===== config.mk =====
export PLATFORM = sky130hd
export DESIGN_NAME = wfld_top
export DESIGN_NICKNAME = d
export VERILOG_FILES = /design/src/design/wfld_pattern_scan.v /design/src/design/wfld_top.v
export VERILOG_INCLUDE_DIRS = /design/src /design/src/shared
export SDC_FILE = /design/constraint.sdc
export NUM_CORES = 1
export LEC_CHECK = 0
export BUFFER_PORTS_ARGS = -buffer_cell sky130_fd_sc_hd__buf_2
export CELL_PAD_IN_SITES_DETAIL_PLACEMENT = 1
export CELL_PAD_IN_SITES_GLOBAL_PLACEMENT = 1
export CORE_UTILIZATION = 25
export CTS_BUF_LIST = sky130_fd_sc_hd__clkbuf_8
export CTS_CLUSTER_SIZE = 12
export DETAILED_ROUTE_END_ITERATION = 16
export PLACE_DENSITY = 0.56
export SLEW_MARGIN = 20
export SYNTH_ARGS = -nofsm -noshare
export SYNTH_HDL_FRONTEND = slang
export SYNTH_SLANG_ARGS = --single-unit

===== constraint.sdc =====
create_clock -name pclk -period 4.18 [get_ports pclk]
set_input_delay 0 -clock pclk [delete_from_list [all_inputs] [get_ports pclk]]
set_output_delay 0 -clock pclk [all_outputs]
set_load 0.005 [all_outputs]

===== src/shared/wfld_map.vh =====
`ifndef WFLD_MAP_VH
`define WFLD_MAP_VH

// ----------------------------------------------------------------------------
// Register byte offsets
// ----------------------------------------------------------------------------
`define WFLD_OFS_CFG3        8'h00
`define WFLD_OFS_COMPANION   8'h04
`define WFLD_OFS_NODE_LO     8'h08
`define WFLD_OFS_NODE_HI     8'h0C
`define WFLD_OFS_STATUS      8'h10
`define WFLD_OFS_CLEAR       8'h14
`define WFLD_OFS_ENABLE      8'h18

// ----------------------------------------------------------------------------
// Field positions
// ----------------------------------------------------------------------------
`define WFLD_CFG3_PATTERN    5
`define WFLD_CFG3_LINK       4
`define WFLD_CFG3_FBB        0
`define WFLD_COMP_PWE        0
`define WFLD_EVT_PATTERN     0
`define WFLD_EVT_LINK        1

// ----------------------------------------------------------------------------
// Reset values and frame geometry
// ----------------------------------------------------------------------------
`define WFLD_CFG3_RST        2'h0
`define WFLD_COMP_RST        1'h0
`define WFLD_NODE_RST        48'h000000000000
`define WFLD_EVT_RST         2'h0
`define WFLD_SYNC_BYTE       8'hFF
`define WFLD_SYNC_LEN        3'h6
`define WFLD_ID_LEN          3'h6
`define WFLD_ID_REPS         5'h10
`define WFLD_HDR_LEN         4'hC

`endif


===== src/design/wfld_pattern_scan.v =====
`timescale 1ns/1ps
`include "wfld_map.vh"

// Hunts for the sync run and the sixteen identifier copies in a byte stream
module wfld_pattern_scan (
	clk,
	rst_n,
	frame_start,
	byte_valid,
	byte_data,
	node_id,
	found
);
	input  wire        clk;           // System clock
	input  wire        rst_n;         // Asynchronous reset, active low
	input  wire        frame_start;   // Clears the search for a new frame
	input  wire        byte_valid;    // Payload byte present
	input  wire [7:0]  byte_data;     // Payload byte
	input  wire [47:0] node_id;       // Station identifier, first byte in [47:40]
	output wire        found;         // Full sequence seen in this frame

	// ------------------------------------------------------------------------
	// Search state
	// ------------------------------------------------------------------------
	reg  [2:0] sync_cnt_ff;          // Sync bytes seen, saturates at six
	reg  [2:0] id_pos_ff;            // Byte index within one identifier copy
	reg  [4:0] rep_cnt_ff;           // Identifier copies completed
	reg        in_id_ff;             // Inside the identifier copies
	reg        found_ff;             // Sticky until the next frame
	reg  [2:0] nxt_sync_cnt;
	reg  [2:0] nxt_id_pos;
	reg  [4:0] nxt_rep_cnt;
	reg        nxt_in_id;
	reg        nxt_found;
	wire       is_sync;              // Byte equals the sync value

	assign found   = found_ff;
	assign is_sync = (byte_data == `WFLD_SYNC_BYTE);

	// Selects identifier byte by position, first transmitted byte first
	function [7:0] id_byte;
		input [47:0] id;
		input [2:0]  pos;
		begin
			case (pos)
				3'h0: id_byte = id[47:40];
				3'h1: id_byte = id[39:32];
				3'h2: id_byte = id[31:24];
				3'h3: id_byte = id[23:16];
				3'h4: id_byte = id[15:8];
				default: id_byte = id[7:0];
			endcase
		end
	endfunction

	// ------------------------------------------------------------------------
	// Next-state search logic
	// ------------------------------------------------------------------------
	always @* begin
		nxt_sync_cnt = sync_cnt_ff;
		nxt_id_pos   = id_pos_ff;
		nxt_rep_cnt  = rep_cnt_ff;
		nxt_in_id    = in_id_ff;
		nxt_found    = found_ff;
		if (frame_start) begin
			// A new frame drops any partial match
			nxt_sync_cnt = 3'h0;
			nxt_id_pos   = 3'h0;
			nxt_rep_cnt  = 5'h00;
			nxt_in_id    = 1'b0;
			nxt_found    = 1'b0;
		end else if (byte_valid && !found_ff) begin
			// Searched at every payload position, not a fixed offset
			if (in_id_ff && byte_data == id_byte(node_id, id_pos_ff)) begin
				if (id_pos_ff == `WFLD_ID_LEN - 3'h1) begin
					nxt_id_pos  = 3'h0;
					nxt_rep_cnt = rep_cnt_ff + 5'h01;
					if (rep_cnt_ff == `WFLD_ID_REPS - 5'h01)
						nxt_found = 1'b1;
				end else begin
					nxt_id_pos = id_pos_ff + 3'h1;
				end
			end else if (!in_id_ff && sync_cnt_ff == `WFLD_SYNC_LEN &&
				byte_data == id_byte(node_id, 3'h0)) begin
				// Copies start only right after six sync bytes
				nxt_in_id   = 1'b1;
				nxt_id_pos  = 3'h1;
				nxt_rep_cnt = 5'h00;
			end else begin
				// Breaking byte restarts the hunt and may itself open a run
				nxt_in_id   = 1'b0;
				nxt_id_pos  = 3'h0;
				nxt_rep_cnt = 5'h00;
				if (is_sync) begin
					if (in_id_ff)
						nxt_sync_cnt = 3'h1;
					else if (sync_cnt_ff != `WFLD_SYNC_LEN)
						nxt_sync_cnt = sync_cnt_ff + 3'h1;
				end else begin
					nxt_sync_cnt = 3'h0;
				end
			end
		end
	end

	// ------------------------------------------------------------------------
	// State registers
	// ------------------------------------------------------------------------
	always @(posedge clk or negedge rst_n) begin
		if (!rst_n) begin
			sync_cnt_ff <= 3'h0;
			id_pos_ff   <= 3'h0;
			rep_cnt_ff  <= 5'h00;
			in_id_ff    <= 1'b0;
			found_ff    <= 1'b0;
		end else begin
			sync_cnt_ff <= nxt_sync_cnt;
			id_pos_ff   <= nxt_id_pos;
			rep_cnt_ff  <= nxt_rep_cnt;
			in_id_ff    <= nxt_in_id;
			found_ff    <= nxt_found;
		end
	end

endmodule // wfld_pattern_scan


===== src/design/wfld_top.v =====
`timescale 1ns/1ps
`include "wfld_map.vh"

module wfld_top (
	pclk,
	presetn,
	psel,
	penable,
	pwrite,
	paddr,
	pwdata,
	prdata,
	pready,
	pslverr,
	rx_valid,
	rx_data,
	rx_sof,
	rx_eof,
	rx_crc_ok,
	link_up_pin,
	pm_state_ok,
	back_to_back_in,
	power_event_out_n,
	irq
);
	input  wire        pclk;              // System clock, 200 MHz
	input  wire        presetn;           // Asynchronous reset, active low
	input  wire        psel;              // APB select
	input  wire        penable;           // APB access phase
	input  wire        pwrite;            // APB direction
	input  wire [7:0]  paddr;             // APB byte address
	input  wire [31:0] pwdata;            // APB write data
	output wire [31:0] prdata;            // APB read data
	output wire        pready;            // APB ready
	output wire        pslverr;           // APB error on unmapped address
	input  wire        rx_valid;          // Receive byte strobe
	input  wire [7:0]  rx_data;           // Receive byte
	input  wire        rx_sof;            // First byte of a frame
	input  wire        rx_eof;            // Frame end, CRC verdict valid
	input  wire        rx_crc_ok;         // Frame check sequence good
	input  wire        link_up_pin;       // Cable link status from the PHY
	input  wire        pm_state_ok;       // Device in a wake-capable power state
	input  wire        back_to_back_in;   // Fast back-to-back enable from PCI side
	output wire        power_event_out_n; // Power management event, active low
	output wire        irq;               // Level interrupt

	// ------------------------------------------------------------------------
	// Register storage
	// ------------------------------------------------------------------------
	reg  [1:0]  cfg3_ff;                  // [1] pattern wake, [0] link wake
	reg         pwe_ff;                   // Global wake enable
	reg  [47:0] node_id_ff;               // Station identifier
	reg  [1:0]  status_ff;                // Sticky wake events
	reg  [1:0]  int_en_ff;                // Interrupt enables
	reg         fbb_ff;                   // Registered back-to-back enable
	reg  [31:0] prdata_ff;
	reg         pready_ff;
	reg         pslverr_ff;
	reg         pme_n_ff;
	reg         irq_ff;

	// ------------------------------------------------------------------------
	// Receive path state
	// ------------------------------------------------------------------------
	reg  [3:0]  byte_idx_ff;              // Header byte counter, saturates
	reg         dst_own_ff;               // Destination still equals node id
	reg         dst_mcast_ff;             // Destination group bit set
	reg         in_frame_ff;              // Between start and end of a frame
	reg         link_meta_ff;             // First synchroniser stage
	reg         link_sync_ff;             // Second synchroniser stage
	reg         link_prev_ff;             // Previous synchronised level
	reg         pm_meta_ff;
	reg         pm_sync_ff;

	wire        apb_access;               // Completing access edge
	wire        apb_write;
	wire        mapped;                   // Address decodes to a register
	wire        armed_pattern;            // Pattern wake may fire
	wire        armed_link;               // Link wake may fire
	wire        payload_byte;             // Byte after both addresses
	wire        pattern_found;            // Scanner verdict
	wire        frame_ok;                 // Frame qualifies as a wake frame
	wire        link_rise;                // Link has come back
	wire [1:0]  events;                   // Hardware set requests
	wire [1:0]  clr_req;                  // Software clear requests
	wire [7:0]  cfg3_rd;                  // Read view of wake config
	reg  [7:0]  id_exp;                   // Expected destination byte
	reg  [31:0] rd_mux;

	assign prdata            = prdata_ff;
	assign pready            = pready_ff;
	assign pslverr           = pslverr_ff;
	assign power_event_out_n = pme_n_ff;
	assign irq               = irq_ff;

	// ------------------------------------------------------------------------
	// Wake arming
	// ------------------------------------------------------------------------
	// Both enables are only live under the global enable
	assign armed_pattern = cfg3_ff[1] & pwe_ff & pm_sync_ff;
	assign armed_link    = cfg3_ff[0] & pwe_ff & pm_sync_ff;

	// ------------------------------------------------------------------------
	// Destination address check
	// ------------------------------------------------------------------------
	// Expected destination byte for the current header position
	always @* begin
		case (byte_idx_ff)
			4'h0: id_exp = node_id_ff[47:40];
			4'h1: id_exp = node_id_ff[39:32];
			4'h2: id_exp = node_id_ff[31:24];
			4'h3: id_exp = node_id_ff[23:16];
			4'h4: id_exp = node_id_ff[15:8];
			4'h5: id_exp = node_id_ff[7:0];
			default: id_exp = 8'h00;
		endcase
	end

	// Payload starts after destination and source addresses
	assign payload_byte = rx_valid & ~rx_sof & in_frame_ff &
		(byte_idx_ff == `WFLD_HDR_LEN);

	// Header counting and destination comparison
	always @(posedge pclk or negedge presetn) begin
		if (!presetn) begin
			byte_idx_ff  <= 4'h0;
			dst_own_ff   <= 1'b0;
			dst_mcast_ff <= 1'b0;
			in_frame_ff  <= 1'b0;
		end else if (rx_valid && rx_sof) begin
			// First destination byte carries the group bit
			in_frame_ff  <= 1'b1;
			byte_idx_ff  <= 4'h1;
			dst_own_ff   <= (rx_data == node_id_ff[47:40]);
			dst_mcast_ff <= rx_data[0];
		end else if (rx_eof) begin
			in_frame_ff <= 1'b0;
		end else if (rx_valid && in_frame_ff) begin
			if (byte_idx_ff < 4'h6)
				dst_own_ff <= dst_own_ff & (rx_data == id_exp);
			if (byte_idx_ff != `WFLD_HDR_LEN)
				byte_idx_ff <= byte_idx_ff + 4'h1;
		end
	end

	// ------------------------------------------------------------------------
	// Pattern scanner
	// ------------------------------------------------------------------------
	// Only payload bytes are fed, so headers never count toward the run
	wfld_pattern_scan u_scan (
		.clk         (pclk),
		.rst_n       (presetn),
		.frame_start (rx_valid & rx_sof),
		.byte_valid  (payload_byte & armed_pattern),
		.byte_data   (rx_data),
		.node_id     (node_id_ff),
		.found       (pattern_found)
	);

	// Frame qualifies: complete with good CRC, accepted address, full match.
	// The header counter at its end mark proves both addresses arrived.
	assign frame_ok = rx_eof & in_frame_ff & rx_crc_ok &
		(byte_idx_ff == `WFLD_HDR_LEN) &
		(dst_own_ff | dst_mcast_ff) &
		pattern_found & armed_pattern;

	// ------------------------------------------------------------------------
	// Input synchronisers
	// ------------------------------------------------------------------------
	// Link and power state come from outside this clock domain
	always @(posedge pclk or negedge presetn) begin
		if (!presetn) begin
			link_meta_ff <= 1'b0;
			link_sync_ff <= 1'b0;
			link_prev_ff <= 1'b0;
			pm_meta_ff   <= 1'b0;
			pm_sync_ff   <= 1'b0;
		end else begin
			link_meta_ff <= link_up_pin;
			link_sync_ff <= link_meta_ff;
			link_prev_ff <= link_sync_ff;
			pm_meta_ff   <= pm_state_ok;
			pm_sync_ff   <= pm_meta_ff;
		end
	end

	// Rising edge of the settled level means the cable came back
	assign link_rise = link_sync_ff & ~link_prev_ff & armed_link;

	assign events = {link_rise, frame_ok};

	// ------------------------------------------------------------------------
	// APB decode
	// ------------------------------------------------------------------------
	// Access completes on the second access cycle, when pready is high
	assign apb_access = psel & penable & pready_ff;
	assign apb_write  = apb_access & pwrite;
	assign mapped     = (paddr == `WFLD_OFS_CFG3) | (paddr == `WFLD_OFS_COMPANION) |
		(paddr == `WFLD_OFS_NODE_LO) | (paddr == `WFLD_OFS_NODE_HI) |
		(paddr == `WFLD_OFS_STATUS) | (paddr == `WFLD_OFS_CLEAR) |
		(paddr == `WFLD_OFS_ENABLE);
	assign clr_req    = (apb_write && paddr == `WFLD_OFS_CLEAR) ? pwdata[1:0] : 2'h0;

	// Bit 0 follows the PCI side; software writes to it are dropped
	assign cfg3_rd = {2'h0, cfg3_ff[1], cfg3_ff[0], 3'h0, fbb_ff};

	// Read data selection; clear register reads as zero
	always @* begin
		case (paddr)
			`WFLD_OFS_CFG3:      rd_mux = {24'h000000, cfg3_rd};
			`WFLD_OFS_COMPANION: rd_mux = {31'h00000000, pwe_ff};
			`WFLD_OFS_NODE_LO:   rd_mux = node_id_ff[31:0];
			`WFLD_OFS_NODE_HI:   rd_mux = {16'h0000, node_id_ff[47:32]};
			`WFLD_OFS_STATUS:    rd_mux = {30'h00000000, status_ff};
			`WFLD_OFS_ENABLE:    rd_mux = {30'h00000000, int_en_ff};
			default:             rd_mux = 32'h00000000;
		endcase
	end

	// ------------------------------------------------------------------------
	// APB handshake
	// ------------------------------------------------------------------------
	// One wait state keeps every bus output straight from a flop
	always @(posedge pclk or negedge presetn) begin
		if (!presetn) begin
			pready_ff  <= 1'b0;
			pslverr_ff <= 1'b0;
			prdata_ff  <= 32'h00000000;
		end else if (psel && penable && !pready_ff) begin
			pready_ff  <= 1'b1;
			pslverr_ff <= ~mapped;
			prdata_ff  <= pwrite ? 32'h00000000 : rd_mux;
		end else begin
			pready_ff  <= 1'b0;
			pslverr_ff <= 1'b0;
			prdata_ff  <= 32'h00000000;
		end
	end

	// ------------------------------------------------------------------------
	// Software registers
	// ------------------------------------------------------------------------
	always @(posedge pclk or negedge presetn) begin
		if (!presetn) begin
			cfg3_ff    <= `WFLD_CFG3_RST;
			pwe_ff     <= `WFLD_COMP_RST;
			node_id_ff <= `WFLD_NODE_RST;
			int_en_ff  <= `WFLD_EVT_RST;
			fbb_ff     <= 1'b0;
		end else begin
			fbb_ff <= back_to_back_in;
			if (apb_write) begin
				case (paddr)
					`WFLD_OFS_CFG3: begin
						cfg3_ff <= {pwdata[`WFLD_CFG3_PATTERN], pwdata[`WFLD_CFG3_LINK]};
					end
					`WFLD_OFS_COMPANION: begin
						pwe_ff <= pwdata[`WFLD_COMP_PWE];
					end
					`WFLD_OFS_NODE_LO: begin
						node_id_ff[31:0] <= pwdata;
					end
					`WFLD_OFS_NODE_HI: begin
						node_id_ff[47:32] <= pwdata[15:0];
					end
					`WFLD_OFS_ENABLE: begin
						int_en_ff <= pwdata[1:0];
					end
					default: begin
						// Status and unmapped writes change nothing here
						int_en_ff <= int_en_ff;
					end
				endcase
			end
		end
	end

	// ------------------------------------------------------------------------
	// Wake status, power event and interrupt
	// ------------------------------------------------------------------------
	// A set arriving with its clear wins, so no event is lost
	always @(posedge pclk or negedge presetn) begin
		if (!presetn) begin
			status_ff <= `WFLD_EVT_RST;
			pme_n_ff  <= 1'b1;
			irq_ff    <= 1'b0;
		end else begin
			status_ff <= (status_ff & ~clr_req) | events;
			// Event output stays low until software clears the cause
			pme_n_ff  <= ~(|(((status_ff & ~clr_req) | events)));
			irq_ff    <= |(((status_ff & ~clr_req) | events) & int_en_ff);
		end
	end

endmodule // wfld_top


# Yosys cells after proc, flatten, opt, wreduce, memory -nomap -nowiden
# Index checks and enable logic that the tools add are counted.
word_totals:
  reg_bits: 117
  in_bits: 60
  elab_cells: 182
op_classes:
  addsub: 4
  magnitude_cmp: 1
  n_eq_ne: 31
  n_mux: 48
  n_bitwise: 36
  n_reduce_logical: 36
ops:
  columns: ["op", "n"]
  rows:
  - ["$pmux W32 S6", 1]
  - ["$mux W32", 2]
  - ["$pmux W8 S6", 1]
  - ["$mux W8", 5]
  - ["$pmux W8 S5", 1]
  - ["$mux W3", 11]
  - ["$eq A8 B8 Y1", 4]
  - ["$eq A8 B5 Y1 const B", 3]
  - ["$and A1 B1 Y1", 21]
  - ["$mux W5", 4]
  - ["$mux W1", 18]
  - ["$eq A8 B4 Y1 const B", 2]
  - ["$mux W4", 4]
  - ["$reduce_bool A2 Y1", 8]
  - ["$reduce_and A2 Y1", 7]
  - ["$eq A3 B3 Y1 const B", 3]
  - ["$logic_and A1 B1 Y1", 9]
  - ["$eq A4 B2 Y1 const B", 2]
  - ["$eq A4 B3 Y1 const B", 2]
  - ["$eq A8 B3 Y1 const B", 1]
  - ["$eq A8 B8 Y1 const B", 1]
  - ["$logic_not A8 Y1", 1]
  - ["$reduce_and A4 Y1", 2]
  - ["$or A1 B1 Y1", 7]
  - ["other kinds (24)", 36]

# Logic depth before layout (Yosys ltp)
logic_depth:
  ltp_word: 19
  ltp_mapped: 14

# Modules after synthesis
# A second synthesis with hierarchy kept.
hier_totals:
  cells_unflattened: 610
  area_unflattened_um2: 6505.0
by_module_without_submodules:
  columns: ["mod", "n_inst", "cells_per_inst", "area_each_um2", "seq_area_each_um2"]
  rows:
  - ["wfld_top", 1, 400, 4784.6, 2603.7]
  - ["wfld_pattern_scan", 1, 210, 1720.4, 325.3]

# Worst setup path after synthesis
# No wires, ideal clock.
synth_path:
  path_kind: "reg2reg"
  start: "register u_scan.id_pos_ff[0]"
  end: "register u_scan.sync_cnt_ff[1]"
  t_arrival_ns: 2.816
  required_time_ns: 4.053
  path_slack_ns: 1.236
  path_stages_with_launch: 13
  period_less_slack_ns: 2.944
  path_cell_list: "dfrtp_1 -> buf_4 -> buf_4 -> and2_1 -> ha_1 -> clkbuf_1 -> a22o_1 -> a211oi_2 -> mux2_2 -> nor4_4 -> and3_4 -> nand2b_4 -> mux2_1"
synth_via:
  elab_chain_len: 8
synth_lines:
  columns: ["item", "line_no", "text"]
  rows:
  - ["from (decl)", "wfld_pattern_scan.v:26", "reg [2:0] id_pos_ff;"]
  - ["from (signal assigned)", "wfld_pattern_scan.v:118", "id_pos_ff <= nxt_id_pos;"]
  - ["$eq A3 B3 Y1, or another cell as far along", "wfld_pattern_scan.v:45", "case (pos)"]
  - ["$pmux W8 S5 (*)", "wfld_pattern_scan.v:45", null]
  - ["$mux W8 (*)", "wfld_pattern_scan.v:72", "end else if (byte_valid && !found_ff) begin"]
  - ["$mux W8 (*)", "wfld_pattern_scan.v:65", "if (frame_start) begin"]
  - ["$eq A8 B8 Y1 (*)", "wfld_pattern_scan.v:74", "if (in_id_ff && byte_data == id_byte(node_id, id_pos_ff)) begin"]
  - ["$logic_and A1 B1 Y1 (*)", "wfld_pattern_scan.v:74", null]
  - ["$ne A2 B1 Y1 (no line) (*)", null, null]
  - ["$reduce_and A4 Y1 (no line) (*)", null, null]
  - ["to (signal assigned)", "wfld_pattern_scan.v:117", "sync_cnt_ff <= nxt_sync_cnt;"]
  - ["to (decl)", "wfld_pattern_scan.v:25", "reg [2:0] sync_cnt_ff;"]
# Every way passes the cells marked *; elsewhere a longest branch is shown, timed or not. The select of a mux whose other input is x is not followed.
# A chain may end at the register's enable or synchronous reset.

# Worst setup path in the final report
layout_path:
  start: "register u_scan.id_pos_ff[1]"
  end: "register u_scan.sync_cnt_ff[1]"
# Same word-level chain as after synthesis.

==> reports/qor.txt <==
Drt initial violations: 248
Largest net degree at the start of global routing: 47
CP Class: register to register
Status: finished, final reports clean
Routed Antenna Nets: 0
FMAX: 0.288 GHz
Setup crit end kind: register
Later-pin clock latency in the skew report: 0.44 ns
Syn_area_per_cell: 10.6 um^2
Die area: 24900 um^2
YS warnings: 0
Initial antenna violation count: 0
Hold slack: 0.0290 ns
Top Ports: 96
Least-Margin Pin Slew: 0.943 ns
Finish-stage setup viols: 0
First-pass GRT wire length: 31.6 mm
Residual DRC: 0
Unrepaired setup endpoints after global routing: false
Depth of the worst hold-timing path: 3
Post-DP Area: 6840 um^2
Power after layout: 2550 uW
Number of max-cap violations: 0
Post-CTS Resized: 0
Die X: 158 um
Hold path start: paddr[3]
Crit path arrival time: 3.81 ns
Synth cell types: 61
Register area share after synthesis: 0.482
Post-synth top area cell: dfrtp_1
GP Congestion: 0.896
Routed wire length: 20.3 mm
Initial DRT Pass Iterations: 4
Fin Setup TNS: 0 ns
Fin crit period: 3.48 ns
Chip Height: 158 um
Row cnt: 56
FF+latch count, synth: 117
CTS root buf: clkbuf_8
Total leakage power: 0.00367 uW
Startpoint Class: register
Worst endpoint required time: 4.51 ns
Final Hold Viols: 0
Ant. Diodes: 0
IO Port Bufs: 95
Total GRT Usage: 0.171
# nets final: 777
Relative slew slack: 0.371
Htree depth: 4
WL per Instance: 19.5 um
Reg-to-Reg Start: u_scan.id_pos_ff[1]
Final worst-path cycle share: 0.832
Core ar.: 23700 um^2
Cells after synthesis: 575
Synth Cell Area: 6080 um^2
Final Util: 0.328
Clock-pin slew of the registers on the worst-case setup and hold paths: 0.07 ns
Post-CTS Setup Bufs: 0
TritonCTS clock tree: yes
Synth-to-layout area growth: 27.9%
CTS Buffer Depth: 2
Final Slew Violations: 0
Top cells by area, synth: dfrtp_1 (48%), mux2_2 (11%), a22oi_1 (3.2%)
Synth Flop Type: dfrtp_1
Number of synthesized flops with an enable pin: 0
HPWL Detailed: 14.7 mm
Global route total overflow: 0
Hold Path Class: input port to register
Worst VDD drop: 0.000133 V
CTS Buf Count: 17
Ys async rst share: 1.00
Vias post-DR: 5056
Vias in the first global route: 5499
Initial core utilization: 0.257
Layout cells sized above 1: 0.291
Syn_nets: 644
Reg2Reg Depth: 10
Fin area: 7770 um^2
Top cell type's share of synthesized area: 0.478
PD cells: 328 nW/um^2
Clock skew: 0.00989 ns
Filler cell count in the final layout: 2713
DR vias/cell: 4.86
Clock tree sinks: 117
Crit. Startpoint: u_scan.id_pos_ff[1]
Crit Path Max Fanout: 21
[critical path: stages (launching register included)]
cell,delay (ns)
dfrtp_1,0.81
and2_1,0.26
ha_1,0.42
inv_1,0.15
and2_4,0.19
a211oi_2,0.16
mux2_2,0.38
nor4_4,0.20
and3_4,0.33
nand2b_4,0.16
mux2_1,0.31
[repair_timing]
action | in CTS | in global routing
endpoints found under the setup margin | 0 | 0
endpoints found under the hold margin | 107 | 0
hold buffers | 48 | 0
[placed cells by master, fill, tap and decap left out, drive strengths merged, types with 8 or more instances in the layout]
master / netlist / routed
and2: 8 / 8
mux2: 63 / 63
mux2i: 12 / 12
nor3: 15 / 15
xor2: 13 / 13
ha: 9 / 9
o21ai: 17 / 17
clkbuf: 23 / 20
a22oi: 26 / 26
buf: 15 / 104
a21oi: 25 / 25
dfrtp: 116 / 116
nand3: 10 / 10
nand2: 46 / 46
dlygate4sd3: 0 / 48
nor2b: 13 / 13
nor2: 42 / 42
inv: 18 / 20
and3: 20 / 20
a222oi: 8 / 8
[cells in the mapped netlist (3+ instances only)]
master,number
nor2_1,42
nor3_1,15
a211oi_1,3
xnor2_1,6
nand4_1,6
dfrtp_1,116
mux2i_1,12
and4_1,3
o211ai_1,5
nor2b_1,13
nand2b_1,3
buf_2,3
buf_6,4
o21ai_0,16
nand2_1,45
a211oi_2,3
clkbuf_1,23
nor4_1,3
mux2_2,62
nand3b_1,3
and2_1,7
a21oi_1,25
ha_1,9
a22o_1,4
nand3_1,10
a222oi_1,8
a32oi_1,5
buf_1,6
xor2_1,13
a31oi_1,6
inv_1,18
and3_1,19
a22oi_1,26
[worst paths after layout]
| check | endpoint | slack, ns |
|---|---|---|
| worst max register to register | u_scan.sync_cnt_ff[1] | 0.70 |
| worst min-delay path | pslverr | 0.03 |
| min in group asynchronous | irq | 0.07 |
| worst max-delay path | u_scan.sync_cnt_ff[1] | 0.70 |
| max in group asynchronous | node_id_ff[43] | 3.12 |
| worst min register to register | pm_sync_ff | 0.35 |
[per-layer routing]
metal | up-vias | track usage | wire length [um]
li1 | 2357 | - | -
met5 | - | 0 | 0
met2 | 93 | 0.301 | 10300
met4 | 0 | 0.0546 | 376
met3 | 20 | 0.0353 | 672
met1 | 2586 | 0.207 | 9020
[sequential cells by signal (all words and copies together) (netlist names), 2 cells and up]
signal	count
status_ff	2
int_en_ff	2
cfg3_ff	2
u_scan.rep_cnt_ff	5
byte_idx_ff	4
prdata	32
u_scan.sync_cnt_ff	3
node_id_ff	48
u_scan.id_pos_ff	3
[cell families (layout without fill, tap and decap cells)]
group / Yosys count / in the layout / synth area share
buffers and inverters: 56 / 202 / 0.0414
AND/OR/NAND/NOR: 182 / 182 / 0.157
XOR/XNOR: 19 / 19 / 0.0274
multiplexers: 75 / 75 / 0.136
AO/OA/AOI/OAI: 116 / 116 / 0.135
flip-flops: 117 / 117 / 0.482
adder cells (fa/ha/maj): 10 / 10 / 0.0204
[final cells by class]
type / instances / area, um^2 / area share
clock buffer: 20 / 275 / 0.0354
tap: 319 / 399 / 0.0514
multi-input combinational: 402 / 2900 / 0.373
sequential: 117 / 2930 / 0.377
clock inverter: 12 / 176 / 0.0227
inverter: 18 / 67.6 / 0.00869
timing repair buffer: 152 / 1030 / 0.132
[power by group]
part           switching, uW  internal [uW]  leakage, uW
combinational            121           84.8      0.00183
sequential              15.5           1140      0.00161
clock                    487            698     0.000231
[stage by stage]
stage          std cells  worst slack, ns
4_1_cts             1040            0.688
5_1_grt             1040            0.425
3_3_place_gp         960            0.814
2_1_floorplan        575             1.24
3_5_place_dp         960            0.701
6_report            1040            0.702
Note: power is estimated with default switching activity, not from simulation.
